## src/rtl/ssi_regs.vh

```
`ifndef SSI_REGS_VH
`define SSI_REGS_VH
// Clock and cue times
`define SSI_CLK_KHZ 125000
`define SSI_BEEP_MS 80
`define SSI_GAP_MS 60
`define SSI_RAZZ_MS 400
`define SSI_PAUSE_MS 300
`define SSI_FLASH_MS 100
`define SSI_SLEEP_MS 15000
`define SSI_BEEP_CYC (`SSI_BEEP_MS * `SSI_CLK_KHZ)
`define SSI_GAP_CYC (`SSI_GAP_MS * `SSI_CLK_KHZ)
`define SSI_RAZZ_CYC (`SSI_RAZZ_MS * `SSI_CLK_KHZ)
`define SSI_PAUSE_CYC (`SSI_PAUSE_MS * `SSI_CLK_KHZ)
`define SSI_FLASH_CYC (`SSI_FLASH_MS * `SSI_CLK_KHZ)
`define SSI_SLEEP_CYC (`SSI_SLEEP_MS * `SSI_CLK_KHZ)
// Tone half periods in cycles
`define SSI_HP_T0 16'h5a6c
`define SSI_HP_T1 16'h4e20
`define SSI_HP_T2 16'h445c
`define SSI_HP_T3 16'h3d09
`define SSI_HP_T4 16'h3415
`define SSI_HP_T5 16'h2d36
`define SSI_HP_T6 16'h2710
`define SSI_HP_HIGH 16'h1e85
`define SSI_HP_LOW 16'h7a12
`define SSI_HP_RAZZ 16'hf424
// Register map
`define SSI_ADR_CTRL 2'h0
`define SSI_ADR_STAT 2'h1
`define SSI_CTRL_BEEP 0
`define SSI_CTRL_TONE 3:1
`define SSI_CTRL_VOL 5:4
`define SSI_CTRL_TMO 6
`define SSI_CTRL_RST 7'h24
`define SSI_TONE_OFF 3'h7
`define SSI_VOL_MAX 2'h2
`endif

```

## src/rtl/ssi_status_ind.v

```verilog
// Functional notes
// - Power-up: amber on, red flash, beep, ready
// - Power-up red lit exactly during beep
// - Good read: red flash, optional beep
// - Eight tone settings, three volume levels
// - Program entry: red flash, three beeps
// - Program mode: red and amber flashing
// - Program exit: three beeps, red stops
// - Optional three beeps on comm timeout
// - Config done: three beeps, pause, high, low
// - Amber lit while laser active
// - Blink power save keeps amber lit
// - Red held while data awaits host
// - Invalid code in program mode: razz
// - Sleep: each LED flashes per 15 s
// - Host wait: red steady, amber off
// - Laser failure: amber flash, one razz
// - Motor failure: both flash, two razz
// - Config store failure: three power-up beeps
// - Electronic failure: continuous razz, LEDs off
`timescale 1ns/1ps
`include "ssi_regs.vh"
module ssi_status_ind #(
  parameter [31:0] BEEP_CYC  = `SSI_BEEP_CYC,
  parameter [31:0] GAP_CYC   = `SSI_GAP_CYC,
  parameter [31:0] RAZZ_CYC  = `SSI_RAZZ_CYC,
  parameter [31:0] PAUSE_CYC = `SSI_PAUSE_CYC,
  parameter [31:0] FLASH_CYC = `SSI_FLASH_CYC,
  parameter [31:0] SLEEP_CYC = `SSI_SLEEP_CYC
) (
  // Clock and reset
  input  wire        clk_i,
  input  wire        rst_i,
  // Wishbone slave
  input  wire        wb_cyc_i,
  input  wire        wb_stb_i,
  input  wire        wb_we_i,
  input  wire [3:0]  wb_adr_i,
  input  wire [3:0]  wb_sel_i,
  input  wire [31:0] wb_dat_i,
  output reg  [31:0] wb_dat_o,
  output reg         wb_ack_o,
  // Scanner events and states
  input  wire        good_read_i,
  input  wire        prog_i,
  input  wire        bad_code_i,
  input  wire        cfg_ok_i,
  input  wire        comm_tmo_i,
  input  wire        laser_on_i,
  input  wire        blink_save_i,
  input  wire        sleep_i,
  input  wire        host_wait_i,
  input  wire        data_pend_i,
  input  wire        laser_fail_i,
  input  wire        motor_fail_i,
  input  wire        nv_fail_i,
  input  wire        elec_fail_i,
  // Indicators
  output reg         red_led_o,
  output reg         amber_led_o,
  output reg         beep_o,
  output reg  [1:0]  vol_o,
  output reg         ready_o
);

  localparam S_IDLE = 3'b001;
  localparam S_ON   = 3'b010;
  localparam S_OFF  = 3'b100;
  localparam K_TONE = 2'h0;
  localparam K_RAZZ = 2'h1;
  localparam K_HIGH = 2'h2;
  localparam K_LOW  = 2'h3;
  // Request slots, lowest index wins
  localparam P_ELEC = 0;
  localparam P_MOT  = 1;
  localparam P_LAS  = 2;
  localparam P_NV   = 3;
  localparam P_BAD  = 4;
  localparam P_PROG = 5;
  localparam P_CFG  = 6;
  localparam P_TMO  = 7;
  localparam P_PWR  = 8;
  localparam P_GOOD = 9;

  // Pattern: {continuous, tail, kind, count}
  function [6:0] pat;
    input [3:0] idx;
    begin
      case (idx)
        P_ELEC:  pat = {1'b1, 1'b0, K_RAZZ, 3'h1};
        P_MOT:   pat = {1'b0, 1'b0, K_RAZZ, 3'h2};
        P_LAS:   pat = {1'b0, 1'b0, K_RAZZ, 3'h1};
        P_NV:    pat = {1'b0, 1'b0, K_TONE, 3'h3};
        P_BAD:   pat = {1'b0, 1'b0, K_RAZZ, 3'h1};
        P_PROG:  pat = {1'b0, 1'b0, K_TONE, 3'h3};
        P_CFG:   pat = {1'b0, 1'b1, K_TONE, 3'h3};
        P_TMO:   pat = {1'b0, 1'b0, K_TONE, 3'h3};
        default: pat = {1'b0, 1'b0, K_TONE, 3'h1};
      endcase
    end
  endfunction

  function [15:0] half_per;
    input [1:0] kind;
    input [2:0] tone;
    begin
      case ({kind, tone})
        5'h00:   half_per = `SSI_HP_T0;
        5'h01:   half_per = `SSI_HP_T1;
        5'h02:   half_per = `SSI_HP_T2;
        5'h03:   half_per = `SSI_HP_T3;
        5'h04:   half_per = `SSI_HP_T4;
        5'h05:   half_per = `SSI_HP_T5;
        5'h06:   half_per = `SSI_HP_T6;
        default:
        begin
          if (kind == K_HIGH)
            half_per = `SSI_HP_HIGH;
          else if (kind == K_LOW)
            half_per = `SSI_HP_LOW;
          else
            half_per = `SSI_HP_RAZZ;
        end
      endcase
    end
  endfunction

  reg  [6:0]  ctrl_r;
  reg  [9:0]  pend_r;
  reg  [9:0]  pend_nxt;
  reg  [2:0]  st_r;
  reg  [2:0]  left_r;
  reg  [1:0]  kind_r;
  reg         tail_r;
  reg         cont_r;
  reg  [31:0] tmr_r;
  reg  [15:0] tcnt_r;
  reg         init_r;
  reg         pu_r;
  reg         prog_r;
  reg         lf_r;
  reg         mf_r;
  reg         ef_r;
  reg  [31:0] fl_cnt_r;
  reg         fl_ph_r;
  reg  [31:0] gr_tmr_r;
  reg  [31:0] slp_r;
  reg  [3:0]  idx;
  reg         red_nxt;
  reg         amb_nxt;
  integer     i;

  wire        snd_on  = st_r[1];
  wire        wb_req  = wb_cyc_i & wb_stb_i & ~wb_ack_o;
  wire        fail    = lf_r | mf_r | ef_r;
  wire        normal  = ~pu_r & ~fail & ~prog_r;
  wire [6:0]  pick    = pat(idx);
  wire [31:0] on_len  = (pick[4:3] == K_RAZZ) ? RAZZ_CYC : BEEP_CYC;
  wire        mute    = (kind_r == K_TONE) & (ctrl_r[`SSI_CTRL_TONE] == `SSI_TONE_OFF);
  wire        gr_ev   = good_read_i & normal;
  wire        sleep_fl = sleep_i & (slp_r < FLASH_CYC);

  // Highest priority pending request
  always @*
  begin
    idx = 4'h0;
    for (i = 9; i >= 0; i = i - 1)
      if (pend_r[i])
        idx = i[3:0];
  end

  // Request collection; a new event wins over its own clear
  always @*
  begin
    pend_nxt = pend_r;
    if (st_r[0] && pend_r != 10'h000)
      pend_nxt[idx] = 1'b0;
    if (init_r)
    begin
      if (nv_fail_i)
        pend_nxt[P_NV] = 1'b1;
      else
        pend_nxt[P_PWR] = 1'b1;
    end
    if (elec_fail_i && !ef_r)
      pend_nxt[P_ELEC] = 1'b1;
    if (motor_fail_i && !mf_r)
      pend_nxt[P_MOT] = 1'b1;
    if (laser_fail_i && !lf_r)
      pend_nxt[P_LAS] = 1'b1;
    if (bad_code_i && prog_r)
      pend_nxt[P_BAD] = 1'b1;
    if (prog_i != prog_r && !pu_r)
      pend_nxt[P_PROG] = 1'b1;
    if (cfg_ok_i)
      pend_nxt[P_CFG] = 1'b1;
    if (comm_tmo_i && ctrl_r[`SSI_CTRL_TMO] && normal)
      pend_nxt[P_TMO] = 1'b1;
    if (gr_ev && ctrl_r[`SSI_CTRL_BEEP])
      pend_nxt[P_GOOD] = 1'b1;
    if (ef_r)
      pend_nxt = pend_nxt & 10'h001;
  end

  // Sound sequencer
  always @(posedge clk_i)
  begin
    if (rst_i)
    begin
      st_r   <= S_IDLE;
      left_r <= 3'h0;
      kind_r <= K_TONE;
      tail_r <= 1'b0;
      cont_r <= 1'b0;
      tmr_r  <= 32'h0;
    end
    else
    begin
      case (st_r)
        S_IDLE:
        begin
          if (pend_r != 10'h000)
          begin
            st_r   <= S_ON;
            cont_r <= pick[6];
            tail_r <= pick[5];
            kind_r <= pick[4:3];
            left_r <= pick[2:0];
            tmr_r  <= on_len - 32'h1;
          end
        end
        S_ON:
        begin
          if (tmr_r != 32'h0)
            tmr_r <= tmr_r - 32'h1;
          else if (!cont_r)
          begin
            st_r  <= S_OFF;
            tmr_r <= GAP_CYC - 32'h1;
            if (left_r != 3'h0)
              left_r <= left_r - 3'h1;
            if (kind_r == K_HIGH)
              kind_r <= K_LOW;
          end
        end
        S_OFF:
        begin
          if (tmr_r != 32'h0)
            tmr_r <= tmr_r - 32'h1;
          else if (left_r != 3'h0)
          begin
            st_r  <= S_ON;
            tmr_r <= ((kind_r == K_RAZZ) ? RAZZ_CYC : BEEP_CYC) - 32'h1;
          end
          else if (tail_r)
          begin
            // Pause, then high and low tones
            tail_r <= 1'b0;
            kind_r <= K_HIGH;
            left_r <= 3'h2;
            tmr_r  <= PAUSE_CYC - 32'h1;
          end
          else
            st_r <= S_IDLE;
        end
        default:
          st_r <= S_IDLE;
      endcase
    end
  end

  // Tone generator
  always @(posedge clk_i)
  begin
    if (rst_i)
    begin
      tcnt_r <= 16'h0;
      beep_o <= 1'b0;
    end
    else if (!snd_on || mute)
    begin
      tcnt_r <= 16'h0;
      beep_o <= 1'b0;
    end
    else if (tcnt_r >= half_per(kind_r, ctrl_r[`SSI_CTRL_TONE]) - 16'h1)
    begin
      tcnt_r <= 16'h0;
      beep_o <= ~beep_o;
    end
    else
      tcnt_r <= tcnt_r + 16'h1;
  end

  // Status tracking and timers
  always @(posedge clk_i)
  begin
    if (rst_i)
    begin
      pend_r   <= 10'h000;
      init_r   <= 1'b1;
      pu_r     <= 1'b1;
      prog_r   <= 1'b0;
      lf_r     <= 1'b0;
      mf_r     <= 1'b0;
      ef_r     <= 1'b0;
      fl_cnt_r <= 32'h0;
      fl_ph_r  <= 1'b0;
      gr_tmr_r <= 32'h0;
      slp_r    <= 32'h0;
      ready_o  <= 1'b0;
    end
    else
    begin
      pend_r <= pend_nxt;
      init_r <= 1'b0;
      if (!init_r && st_r[0] && !pend_r[P_PWR] && !pend_r[P_NV])
        pu_r <= 1'b0;
      ready_o <= ~pu_r & ~fail;
      if (!pu_r)
        prog_r <= prog_i;
      lf_r <= lf_r | laser_fail_i;
      mf_r <= mf_r | motor_fail_i;
      ef_r <= ef_r | elec_fail_i;
      if (fl_cnt_r >= FLASH_CYC - 32'h1)
      begin
        fl_cnt_r <= 32'h0;
        fl_ph_r  <= ~fl_ph_r;
      end
      else
        fl_cnt_r <= fl_cnt_r + 32'h1;
      if (gr_ev)
        gr_tmr_r <= FLASH_CYC;
      else if (gr_tmr_r != 32'h0)
        gr_tmr_r <= gr_tmr_r - 32'h1;
      if (!sleep_i || slp_r >= SLEEP_CYC - 32'h1)
        slp_r <= 32'h0;
      else
        slp_r <= slp_r + 32'h1;
    end
  end

  // Indicator selection by priority
  always @*
  begin
    red_nxt = 1'b0;
    amb_nxt = 1'b0;
    if (ef_r)
    begin
      red_nxt = 1'b0;
      amb_nxt = 1'b0;
    end
    else if (mf_r)
    begin
      red_nxt = fl_ph_r;
      amb_nxt = fl_ph_r;
    end
    else if (lf_r)
      amb_nxt = fl_ph_r;
    else if (pu_r)
    begin
      amb_nxt = 1'b1;
      red_nxt = snd_on;
    end
    else if (prog_r)
    begin
      red_nxt = fl_ph_r;
      amb_nxt = ~fl_ph_r;
    end
    else if (sleep_i)
    begin
      red_nxt = sleep_fl;
      amb_nxt = sleep_fl;
    end
    else if (host_wait_i)
      red_nxt = 1'b1;
    else
    begin
      amb_nxt = laser_on_i | blink_save_i;
      red_nxt = (gr_tmr_r != 32'h0) | data_pend_i;
    end
  end

  always @(posedge clk_i)
  begin
    if (rst_i)
    begin
      red_led_o   <= 1'b0;
      amber_led_o <= 1'b0;
      vol_o       <= `SSI_VOL_MAX;
    end
    else
    begin
      red_led_o   <= red_nxt;
      amber_led_o <= amb_nxt;
      vol_o       <= ctrl_r[`SSI_CTRL_VOL];
    end
  end

  // Wishbone register slave
  always @(posedge clk_i)
  begin
    if (rst_i)
    begin
      ctrl_r   <= `SSI_CTRL_RST;
      wb_ack_o <= 1'b0;
      wb_dat_o <= 32'h0;
    end
    else
    begin
      wb_ack_o <= wb_req;
      wb_dat_o <= 32'h0;
      if (wb_req && !wb_we_i && wb_adr_i[3:2] == `SSI_ADR_CTRL)
        wb_dat_o <= {25'h0, ctrl_r};
      if (wb_req && !wb_we_i && wb_adr_i[3:2] == `SSI_ADR_STAT)
        wb_dat_o <= {24'h0, snd_on, st_r[0], pend_r != 10'h000, fail,
                     amber_led_o, red_led_o, prog_r, ready_o};
      if (wb_req && wb_we_i && wb_sel_i[0] && wb_adr_i[3:2] == `SSI_ADR_CTRL)
      begin
        ctrl_r[`SSI_CTRL_BEEP] <= wb_dat_i[0];
        ctrl_r[`SSI_CTRL_TONE] <= wb_dat_i[3:1];
        ctrl_r[`SSI_CTRL_TMO]  <= wb_dat_i[6];
        if (wb_dat_i[5:4] > `SSI_VOL_MAX)
          ctrl_r[`SSI_CTRL_VOL] <= `SSI_VOL_MAX;
        else
          ctrl_r[`SSI_CTRL_VOL] <= wb_dat_i[5:4];
      end
    end
  end

endmodule // ssi_status_ind

```

## config.mk

```make
export PLATFORM = sky130hd
export DESIGN_NAME = ssi_status_ind
export DESIGN_NICKNAME = d
export VERILOG_FILES = /design/src/rtl/ssi_status_ind.v
export VERILOG_INCLUDE_DIRS = /design/src /design/src/rtl
export SDC_FILE = /design/constraint.sdc
export NUM_CORES = 1
export LEC_CHECK = 0
export BUFFER_PORTS_ARGS = -buffer_cell sky130_fd_sc_hd__buf_2
export CAP_MARGIN = 15
export CORE_AREA = 10 10 138 140
export CTS_BUF_LIST = sky130_fd_sc_hd__clkbuf_8 sky130_fd_sc_hd__clkbuf_16
export DETAILED_ROUTE_END_ITERATION = 16
export DIE_AREA = 0 0 148 150
export MAX_ROUTING_LAYER = met4
export PLACE_DENSITY = 0.84
export SLEW_MARGIN = 20
export SYNTH_ARGS = -nofsm -noshare
export SYNTH_HDL_FRONTEND = slang
export SYNTH_SLANG_ARGS = --single-unit
export TNS_END_PERCENT = 10
```

## constraint.sdc

```tcl
create_clock -name clk_i -period 9.5 [get_ports clk_i]
set_clock_uncertainty 0.05 [all_clocks]
set_input_delay 1.425 -clock clk_i [delete_from_list [all_inputs] [get_ports clk_i]]
set_output_delay 1.425 -clock clk_i [all_outputs]
set_load 0.01 [all_outputs]
```

Yosys cells after proc, flatten, opt, wreduce, memory -nomap -nowiden
Memory sizes are Yosys's and may differ from the RTL's.
Index checks and enable logic that the tools add are counted.
{ "op_classes": {"n_addsub": 9, "n_lt_le_gt_ge": 7, "eq_ne": 27, "mux": 85, "bitwise_logic": 22, "reduce_logical": 61} }
{ "ops": {"columns": ["operator", "count"], "rows": [
  ["32-bit two-way mux", 6],
  ["16-bit one-hot mux with 7 select lines", 1],
  ["32-bit one-hot mux with 3 select lines", 1],
  ["32-bit by 1-bit adder with 32-bit output (second input constant)", 2],
  ["16-bit two-way mux", 4],
  ["32-bit nonzero test", 2],
  ["32-bit by 1-bit subtractor with 32-bit output (second input constant)", 2],
  ["26-bit by 1-bit subtractor with 27-bit output (second input constant)", 2],
  ["26-bit two-way mux", 2],
  ["24-bit two-way mux", 2],
  ["4-bit two-way mux", 10],
  ["3-bit two-way mux", 13],
  ["32-bit by 24-bit greater-or-equal comparator with 1-bit output (second input constant)", 1],
  ["32-bit by 31-bit greater-or-equal comparator with 1-bit output (second input constant)", 1],
  ["32-bit by 24-bit < comparator with 1-bit output (second input constant)", 1],
  ["1-bit two-way mux", 29],
  ["1-bit logical AND", 19],
  ["3-bit one-hot mux with 3 select lines", 2],
  ["2-bit nonzero test", 9],
  ["16-bit by 1-bit adder with 16-bit output (second input constant)", 1],
  ["16-bit greater-or-equal comparator", 1],
  ["2-bit two-way mux", 8],
  ["2-bit != test (second input constant)", 8],
  ["8-bit AND reduction", 2],
  ["other kinds (38)", 82]
]} }
{ "totals": {"register_bits": 217, "mem_bits_ro": 40, "elab_cells": 248, "memories": 1} }
{ "memory_table": {"columns": ["name", "depth", "width", "read_ports", "rd_ports_with_merged_regs", "write_ports", "line_no", "text"], "rows": [
  ["(name not given)", 8, 5, 1, 0, 0, "ssi_status_ind.v:89", "case (idx)"]
]} }

Longest topological paths before layout
Gate-level depths: netlist of the first run.
{ "logic_depth": {"depth_word": 19, "ltp_mapped": 18, "depth_no_buf": 16} }

Worst setup path after synthesis of the first run
No wires, ideal clock.
{ "synth_path": {"path_kind": "register to register", "start": "register ctrl_r[1]", "end": "register tcnt_r[10]", "setup_time_ps": 128, "arrival_ps": 2988, "setup_slack_ps": 6335, "path_stages_with_launch": 17, "path_cell_list": "dfxtp_1 -> clkbuf_1 -> nor2_1 -> nor2_1 -> nor2_1 -> o21ai_0 -> ha_1 -> a21oi_1 -> o21ai_0 -> a21oi_1 -> ha_1 -> nand3_1 -> or3_1 -> a211o_1 -> nand3_1 -> clkbuf_1 -> nor2_1"} }
{ "synth_via": {"elab_chain_len": 7} }
{ "synth_rtl": {"columns": ["element", "line_no", "text"], "rows": [
  ["start, declared", "ssi_status_ind.v:128", "reg [6:0] ctrl_r;"],
  ["start signal, assigned", "ssi_status_ind.v:404", "ctrl_r <= `SSI_CTRL_RST;"],
  ["start signal, assigned by index", "ssi_status_ind.v:419", "ctrl_r[`SSI_CTRL_BEEP] <= wb_dat_i[0];"],
  ["start signal, assigned by index", "ssi_status_ind.v:420", "ctrl_r[`SSI_CTRL_TONE] <= wb_dat_i[3:1];"],
  ["5-bit by 3-bit equality test with 1-bit output (tied with other cells)", "ssi_status_ind.v:107", "case ({kind, tone})"],
  ["16-bit one-hot mux with 7 select lines", "ssi_status_ind.v:107", null],
  ["16-bit two-way mux", "ssi_status_ind.v:280", "else if (!snd_on || mute)"],
  ["16-bit two-way mux", "ssi_status_ind.v:275", "if (rst_i)"],
  ["16-bit by 1-bit subtractor with 16-bit output", "ssi_status_ind.v:285", "else if (tcnt_r >= half_per(kind_r, ctrl_r[`SSI_CTRL_TONE]) - 16'h1)"],
  ["16-bit greater-or-equal comparator", "ssi_status_ind.v:285", null],
  ["3-bit OR reduction (no source line) *", null, null],
  ["end signal, assigned", "ssi_status_ind.v:291", "tcnt_r <= tcnt_r + 16'h1;"],
  ["end, declared", "ssi_status_ind.v:137", "reg [15:0] tcnt_r;"]
]} }
Every way passes the cells marked *; elsewhere a longest branch is shown, timed or not. The select of a mux whose other input is x is not followed.
A chain may end at the register's enable or synchronous reset.

Final worst setup path of the first run
{ "layout_path": {"start": "register ctrl_r[3]", "end": "register tcnt_r[15]"} }
Same word-level chain as after synthesis.

==> flow_summary.ini, run 1 <==
[power_and_ir_drop]
p_leak_nw = 3.929
powerDensity_nw_per_um2 = 259.2
power.total_mw = 2.752
swShare = 0.3829
intPower_mw = 1.698
seqPwrFrac = 0.383
p_sw_mw = 1.054
p_clk_frac = 0.269
power_frac_comb = 0.348
peakVddDrop_uv = 165.4

[floorplanning]
die_h_um = 150
core_um2 = 16350
io_pins = 98
num_rows = 47
die_x_um = 148
dieArea_um2 = 22200
initial_core_util = 0.5903

[layout]
area_growth_syn_to_layout_pct = 10.03
stdcell_count = 1432
final_nets = 1281
drive_gt1_frac = 0.09249

[run]
drv_cap = 0

[clock_network]
clock-sinks = 193
post_cts_resize_count = 0
tritoncts = done
cts_setup_buffers = 0
clk-insertion-delay-late_ps = 450
cts_hold_buffers = 0
cts_root_buf = clkbuf_16
ctsLongestPathBuffers = 2
cts_buffers = 17
clk_pin_slew_ps = 70
htreeDepth = 4

[sta]
max_slew_margin = 0.2933
slew_violations = 0
setup_violations = 0
setup_ws_ps = 5912
clock.fmax_ghz = 0.2787
fin_crit_ps = 3588
whs_ps = 402.1
fin_tns_setup_ps = 0
rsz0062_at_grt = false
worst_pin_slew_ps = 1060
min_period_over_period = 0.3777
finalHoldViolCount = 0

[global_route]
overflow = 0
antenna_found_initial = 1
grt_pass1_wl_um = 35270
grt_pass1_vias = 7716
grt_usage = 0.1936
grt_max_degree = 73

[place]
port_buffers = 43
dp_slack_ps = 5767
dp_cells = 1399
dp_hpwl_um = 14700
gp_congestion = 0.8960

[worst_setup_path]
startpoint_type = register
cp.arrival_ps = 3860
path_class = register to register
worstSetupEndpointType = register
cp_max_fo = 16
crit_required_ps = 9770

[synth]
ys_types = 68
synth_common_cells = 193 x dfxtp_1, 190 x nor2_1, 77 x nand2_1
synth_ff_type = dfxtp_1
async_flop_share = 0
ys_seq_elements = 193
yosys-top-cells-area = dfxtp_1 40%, nor2_1 7.4%, xnor2_1 5.5%
synth.most_common_cell = dfxtp_1
yosysWarnings = 0
yosysTopAreaCell = dfxtp_1
syn_area_um2 = 9651
synth-edff-count = 0
synth_top_area_frac = 0.4004
yosysSeqAreaShare = 0.4004
syn_inst = 1160
syn_avg_cell_area_um2 = 8.319

[detailed_routing]
first_pass_iters = 5
drc_errors = 0
drtIter0Drc = 643
vias_per_cell = 5.747
routedWlPerCell_um = 14.53
wirelength_um = 20810
final_antenna_net_count = 0
vias = 8229

[min_path]
hold_class = register to register

[status]
status = completed
[per-layer routing]
layer	wire [um]	global-route usage	vias up
met5	0	-	-
met3	1349	0.04650	37
met1	9039	0.2283	3810
met4	359	0.06392	0
met2	10070	0.3191	242
li1	-	-	4140
[flip-flops by register name, summed over array words and instances, names as in the netlist, 2 cells and up]
register  count
fl_cnt_r     32
tcnt_r       16
vol_o         2
ctrl_r        7
st_r          3
kind_r        2
wb_dat_o      8
tmr_r        32
slp_r        32
pend_r       10
gr_tmr_r     32
left_r        3
[power groups by stage]
stage	Combinational (mW)	Clock [mW]	Sequential, mW
after floorplan	0.765	0	1.03
after global placement	0.914	0	1.06
after detailed placement	0.940	0	1.07
after CTS	0.949	0.753	1.05
after global routing	1.07	0.786	1.07
final	0.958	0.741	1.05
[cell type report]
type / instances / area, um2
fillers: 1367 / 5729
multi-input cells: 904 / 5451
flip-flops and latches: 193 / 3864
clock buffers: 18 / 439.2
repair buffers: 54 / 297.8
well taps: 220 / 275.3
clock inverters: 14 / 183.9
inverters: 28 / 105.1
diodes: 1 / 2.502
[through the flow]
stage            util  instance area (um2)
3_5_place_dp   0.6113                 9993
2_1_floorplan       -                 9771
5_1_grt        0.6495                10620
3_3_place_gp   0.6113                 9993
4_1_cts        0.6494                10620
6_report       0.6495                10620
[path summary, 6_finish.rpt]
check | startpoint | end | slack, ps | depth (start not counted)
hold reg to reg | slp_r[0] | slp_r[0] | 400 | 1
hold / removal | slp_r[0] | slp_r[0] | 400 | 1
setup reg to reg | ctrl_r[3] | tcnt_r[15] | 5910 | 14
setup / recovery | ctrl_r[3] | tcnt_r[15] | 5910 | 14
[cells by family after synthesis]
group                    share of synthesized area
other                                    0.0003886
adder cells (fa/ha/maj)                    0.03112
AND/OR/NAND/NOR                             0.2659
AO/OA/AOI/OAI                               0.1507
flip-flops                                  0.4004
multiplexers                              0.009335
XOR/XNOR                                   0.09439
buffers and inverters                      0.04784
[cells in the final DEF, fill, tap and decap left out, types with 11 or more instances in the layout]
cell type	count
a211oi_1	13
a21o_1	11
a21oi_1	63
a31oi_1	15
and3_1	21
buf_2	43
buf_4	11
clkbuf_16	17
conb_1	33
dfxtp_1	193
ha_1	24
inv_1	27
nand2_1	77
nand2b_1	20
nand3_1	46
nand4_1	17
nor2_1	190
nor2b_1	11
nor3_1	33
nor4_1	21
o21ai_0	41
or2_2	13
or4_1	21
xnor2_1	61
xor2_1	43
[worst max-delay path, cell delays in order (launching register included)]
cell and delay (ps):
dfxtp_1 580, inv_1 150, nor2_1 120, nor2_1 40, o21ai_0 290, ha_1 300
a21oi_1 80, o21ai_0 180, a21oi_1 100, ha_1 300, nand3_1 60, or3_1 320
a211o_1 300, nand3_1 470, nor2_1 110
(Power assumes the default switching activity.)
==> run 2, diff against run 1 <==
--- a/config.mk
+++ b/config.mk
@@ -6,14 +6,15 @@
 export SDC_FILE = /design/constraint.sdc
 export NUM_CORES = 1
 export LEC_CHECK = 0
+export ABC_AREA = 1
 export BUFFER_PORTS_ARGS = -buffer_cell sky130_fd_sc_hd__buf_2
 export CAP_MARGIN = 15
-export CORE_AREA = 10 10 138 140
+export CORE_AREA = 10 10 152 154
 export CTS_BUF_LIST = sky130_fd_sc_hd__clkbuf_8 sky130_fd_sc_hd__clkbuf_16
 export DETAILED_ROUTE_END_ITERATION = 16
-export DIE_AREA = 0 0 148 150
+export DIE_AREA = 0 0 162 164
 export MAX_ROUTING_LAYER = met4
-export PLACE_DENSITY = 0.84
+export PLACE_DENSITY = 0.8
 export SLEW_MARGIN = 20
 export SYNTH_ARGS = -nofsm -noshare
 export SYNTH_HDL_FRONTEND = slang
==> constraint.sdc (replaced) <==
create_clock -name clk_i -period 3 [get_ports clk_i]
set_clock_uncertainty 0.05 [all_clocks]
set_input_delay 0.45 -clock clk_i [delete_from_list [all_inputs] [get_ports clk_i]]
set_output_delay 0.45 -clock clk_i [all_outputs]
set_load 0.01 [all_outputs]
==> flow_summary.ini, run 2 <==
[worst_setup_path]
startpoint_type = register
reg2reg_slack_ps = 150
worstSetupEndpointType = register
cp.arrival_ps = 3170
cp_max_fo = 8
reg2regPathDepth = 22
crit_required_ps = 3320
path_class = register to register

[clock_network]
cts_hold_buffers = 0
clk_pin_slew_ps = 70
clk-insertion-delay-late_ps = 440
clock-sinks = 193
cts_buffers = 17
tritoncts = done
cts_setup_buffers = 0
ctsLongestPathBuffers = 2
cts_root_buf = clkbuf_16
htreeDepth = 4

[power_and_ir_drop]
peakVddDrop_uv = 831.7
powerDensity_nw_per_um2 = 877.5
power.total_mw = 10.38
p_leak_nw = 5.109

[place]
port_buffers = 43
gp_congestion = 0.9622
dp_cells = 1878
dp_slack_ps = -66.13
dp_hpwl_um = 19680
placed_cell_area_um2 = 11170

[sta]
worst_pin_slew_ps = 616.4
setup_violations = 0
setup_ws_ps = 145.9
fin_crit_ps = 2854
min_period_over_period = 0.9514
max_slew_margin = 0.5881
finalHoldViolCount = 0
rsz0062_at_grt = true
fin_tns_setup_ps = 0
slew_violations = 0
clock.fmax_ghz = 0.3504
whs_ps = 191.6

[synth]
synth-edff-count = 0
ys_seq_elements = 193
async_flop_share = 0
syn_inst = 1571
synth_ff_type = dfxtp_1
yosysTopAreaCell = dfxtp_1
yosys-top-cells-area = dfxtp_1 36%, nand2_1 10%, nor2_1 9.3%
synth.most_common_cell = nand2_1
ys_types = 57
syn_avg_cell_area_um2 = 6.812
synth_top_area_frac = 0.3610
yosysWarnings = 0
synth_common_cells = 295 x nand2_1, 264 x nor2_1, 193 x dfxtp_1, 193 x inv_1, 107 x a21oi_1
syn_area_um2 = 10700
yosysSeqAreaShare = 0.3610

[global_route]
grt_pass1_vias = 9465
grt_max_degree = 47
grt_pass1_wl_um = 44130
overflow = 0
grt_usage = 0.2028
antenna_found_initial = 1

[detailed_routing]
routedWlPerCell_um = 13.64
wl_met1_um = 11960
vias_per_cell = 5.248
dr_wl_met2_um = 12380
drc_errors = 0
wl_met3_um = 1357
drtIter0Drc = 741
final_antenna_net_count = 0
vias = 10040
wirelength_um = 26080
first_pass_iters = 5
top_layer = met4

[layout]
stdcell_count = 1912
fin_util = 0.5900
final_common_cell = nand2_1
fin_area_um2 = 11820
fillers = 1896
area_growth_syn_to_layout_pct = 10.49
final_nets = 1711
final_cell_mix = 295 x nand2_1, 258 x nor2_1, 192 x inv_1
drive_gt1_frac = 0.1054

[floorplanning]
num_rows = 52
die_x_um = 162
core_um2 = 20040
initial_core_util = 0.5340
die_h_um = 164
io_pins = 98
dieArea_um2 = 26570

[run]
drv_cap = 0

[min_path]
min_path_cells = 3
hold_class = input port to register

[status]
status = completed
-- run 2: changes by cell type in the layout (fill, tap and decap cells not counted), sizes merged, moves of 39 or more --
cell   delta
inv     +178
a21oi    +46
nor2     +88
nand2   +227
nand3    +39
xnor2    -41
-- run 2: logic make-up after synthesis --
group,Yosys count,synth area share
flops,193,0.3610
simple gates,811,0.3427
xor+xnor,64,0.05238
buf+inv,259,0.1021
fa+ha+maj,24,0.02806
other cells,1,0.0003504
compound gates,219,0.1134
-- run 2: layer usage --
| layer | up-vias | global-route usage |
|---|---|---|
| li1 | 5161 | - |
| met1 | 4566 | 0.2468 |
| met2 | 272 | 0.3362 |
| met3 | 36 | 0.03680 |
| met4 | 0 | 0.06245 |
| met5 | - | - |
-- run 2: final cells by class --
| type | count | area, um2 | share of cell area |
|---|---|---|---|
| Multi-Input combinational cell | 1152 | 5911 | 0.4999 |
| Clock buffer | 19 | 452.9 | 0.03831 |
| Clock inverter | 13 | 146.4 | 0.01238 |
| Inverter | 206 | 778.2 | 0.06582 |
| Antenna cell | 1 | 2.502 | 0.0002116 |
| Tap cell | 270 | 337.8 | 0.02857 |
| Timing Repair Buffer | 58 | 327.8 | 0.02772 |
| Sequential cell | 193 | 3867 | 0.3271 |
-- run 2: power breakdown --
part / switching, mW / internal [mW] / total (mW) / leakage (nW)
clock network: 1.04 / 1.29 / 2.33 / 0.296
registers: 0.427 / 2.97 / 3.39 / 1.57
logic: 3.06 / 1.59 / 4.65 / 3.24
-- run 2: critical path, cell delays in order, from the launching register on --
cell	delay [ps]
dfxtp_2	330
nor2_2	140
inv_2	80
nor2_4	90
inv_2	60
nor2_2	100
inv_1	80
nand2_1	80
nor2_2	40
ha_1	190
inv_1	70
nor2_2	40
o21ai_0	80
xor2_1	170
ha_1	240
nand2_1	60
nor2_1	50
nand2_1	70
o211ai_1	80
nand2_1	100
nand3_2	110
or2_4	330
a21oi_1	130
-- run 2: worst paths after layout --
path	from	to
setup / recovery	kind_r[0]	tcnt_r[12]
hold / removal	wb_dat_i[2]	ctrl_r[2]
setup reg to reg	kind_r[0]	tcnt_r[12]
hold reg to reg	wb_ack_o	wb_ack_o
-- run 2: timing repair --
item | 4_1_cts | 5_1_grt
setup endpoints to repair | 16 | 17
cloned | 0 | 1
pin swaps | 0 | 1
resized for setup | 1 | 16
==> run 3, diff against run 2 <==
--- a/config.mk
+++ b/config.mk
@@ -9,12 +9,11 @@
 export ABC_AREA = 1
 export BUFFER_PORTS_ARGS = -buffer_cell sky130_fd_sc_hd__buf_2
 export CAP_MARGIN = 15
-export CORE_AREA = 10 10 152 154
+export CORE_AREA = 10 10 166 168
 export CTS_BUF_LIST = sky130_fd_sc_hd__clkbuf_8 sky130_fd_sc_hd__clkbuf_16
 export DETAILED_ROUTE_END_ITERATION = 16
-export DIE_AREA = 0 0 162 164
+export DIE_AREA = 0 0 176 178
 export MAX_ROUTING_LAYER = met4
-export PLACE_DENSITY = 0.8
 export SLEW_MARGIN = 20
 export SYNTH_ARGS = -nofsm -noshare
 export SYNTH_HDL_FRONTEND = slang
==> flow_summary.ini, run 3 (synthesized netlist as in run 2, its figures left out) <==
[worst_setup_path]
cp_max_fo = 8
cp_cell_sequence = nor2_2 -> inv_2 -> nor2_4 -> inv_1 -> nor2_2 -> inv_1 -> nand2_1 -> nor2_2 -> ha_2 -> inv_1 -> nor2_2 -> o21ai_0 -> xor2_1 -> ha_1 -> nand2_1 -> nor2_1 -> nand2_1 -> o211ai_1 -> nand2_1 -> nand3_2 -> or2_4 -> a21oi_1
crit_required_ps = 3320
cp.arrival_ps = 3190
path_class = register to register
worstSetupEndpointType = register
crit_family = simple AND/OR/NAND/NOR gates
crit_path_top_delay_cell = dfxtp_2
critical_path_buf_inv_count = 4
slowest_delay_ps = 340
startpoint_type = register

[floorplanning]
initial_core_util = 0.4439
die_h_um = 178
core_um2 = 24110
num_rows = 57
die_x_um = 176
dieArea_um2 = 31330
io_pins = 98

[layout]
fin_util = 0.4956
final_nets = 1716
final_common_cell = nand2_1
fin_area_um2 = 11950
fillers = 2542
final_cell_mix = 295 x nand2_1, 258 x nor2_1, 192 x inv_1
drive_gt1_frac = 0.1081
area_growth_syn_to_layout_pct = 11.64

[run]
drv_cap = 0

[place]
port_buffers = 43
gp_congestion = 0.9137
placed_cell_area_um2 = 11270
dp_hpwl_um = 20170

[sta]
worst_pin_slew_ps = 584.7
slew_violations = 0
setup_violations = 0
max_slew_margin = 0.6102
finalHoldViolCount = 0
fin_crit_ps = 2870
clock.fmax_ghz = 0.3484
min_period_over_period = 0.9568

[clock_network]
clk_pin_slew_ps = 80
ctsLongestPathBuffers = 2
cts_buffers = 17
tritoncts = done
clk-insertion-delay-late_ps = 440
htreeDepth = 4
cts_hold_buffers = 0
cts_root_buf = clkbuf_16
clock-sinks = 193

[power_and_ir_drop]
powerDensity_nw_per_um2 = 882.7
intPower_mw = 5.880
p_clk_frac = 0.228
p_leak_nw = 5.137
peakVddDrop_uv = 460.1
swShare = 0.4425
p_sw_mw = 4.666
power.total_mw = 10.55
seqPwrFrac = 0.321
power_frac_comb = 0.452

[global_route]
grt_max_degree = 47
antenna_found_initial = 2
grt_pass1_vias = 9285
grt_pass1_wl_um = 44210
overflow = 0
grt_usage = 0.1734

[detailed_routing]
routedWlPerCell_um = 13.53
vias = 9906
first_pass_iters = 5
drtIter0Drc = 625
final_antenna_net_count = 0
vias_per_cell = 5.023
drc_errors = 0
wirelength_um = 26690

[min_path]
hold_class = input port to register

[status]
status = completed
run 3: changes by cell type in the layout (fill, tap and decap cells not counted), moves of 2 or more:
cell | before | now
clkinv_4 | 0 | 2
buf_4 | 15 | 20
clkbuf_8 | 2 | 0
clkinv_8 | 0 | 2
run 3: power groups by stage:
stage | Combinational [mW] | Clock [mW] | Sequential [mW]
floorplan | 3.70 | 0 | 3.32
global placement | 4.62 | 0 | 3.42
detailed placement | 4.68 | 0 | 3.42
CTS | 4.71 | 2.44 | 3.37
global route | 5.40 | 2.55 | 3.44
finish | 4.76 | 2.40 | 3.38
run 3: layout make-up:
class,count,area [um2],share of cell area
diodes,2,5.005,0.0004189
clock buffers,17,425.4,0.03561
clock inverters,15,188.9,0.01581
inverters,206,778.2,0.06514
multi-input cells,1152,5913,0.4949
flip-flops and latches,193,3866,0.3236
well taps,324,405.4,0.03393
repair buffers,63,365.4,0.03058
run 3: stage by stage:
step	setup TNS [ps]	setup WS (ps)	hold slack [ps]	cells
after floorplan	0	98.71	367.5	1603
after global routing	-422.8	-57.52	190.5	1972
after CTS	0	100.6	179.3	1968
after global placement	0	88.12	378.4	1936
after detailed placement	-16.64	-15.98	385.2	1936
final	0	129.7	188.3	1972
run 3: timing repair:
| action | CTS | global route |
|---|---|---|
| gates cloned | 0 | 1 |
| setup buffers | 0 | 1 |
| resized for setup | 1 | 15 |
| setup endpoints to repair | 1 | 16 |
| pin swaps | 0 | 3 |
run 3: per-layer routing:
| layer | wire [um] | GRT usage | up-vias |
|---|---|---|---|
| met5 | 0 | - | - |
| met4 | 376 | 0.05122 | 0 |
| met3 | 1357 | 0.03256 | 30 |
| met2 | 12350 | 0.2807 | 195 |
| met1 | 12610 | 0.2167 | 4502 |
| li1 | - | - | 5179 |
run 3: tightest hold or removal path, stage by stage:
cell      delay, ps
buf_2            80
nand2_1          50
o211ai_1         60
run 3: path summary, 6_finish.rpt:
check,from,end,slack (ps),cells past startpoint
max,kind_r[1],tcnt_r[12],130,22
min,wb_dat_i[2],ctrl_r[2],190,3
max reg2reg,kind_r[1],tcnt_r[12],130,22
min reg2reg,wb_ack_o,wb_ack_o,390,1
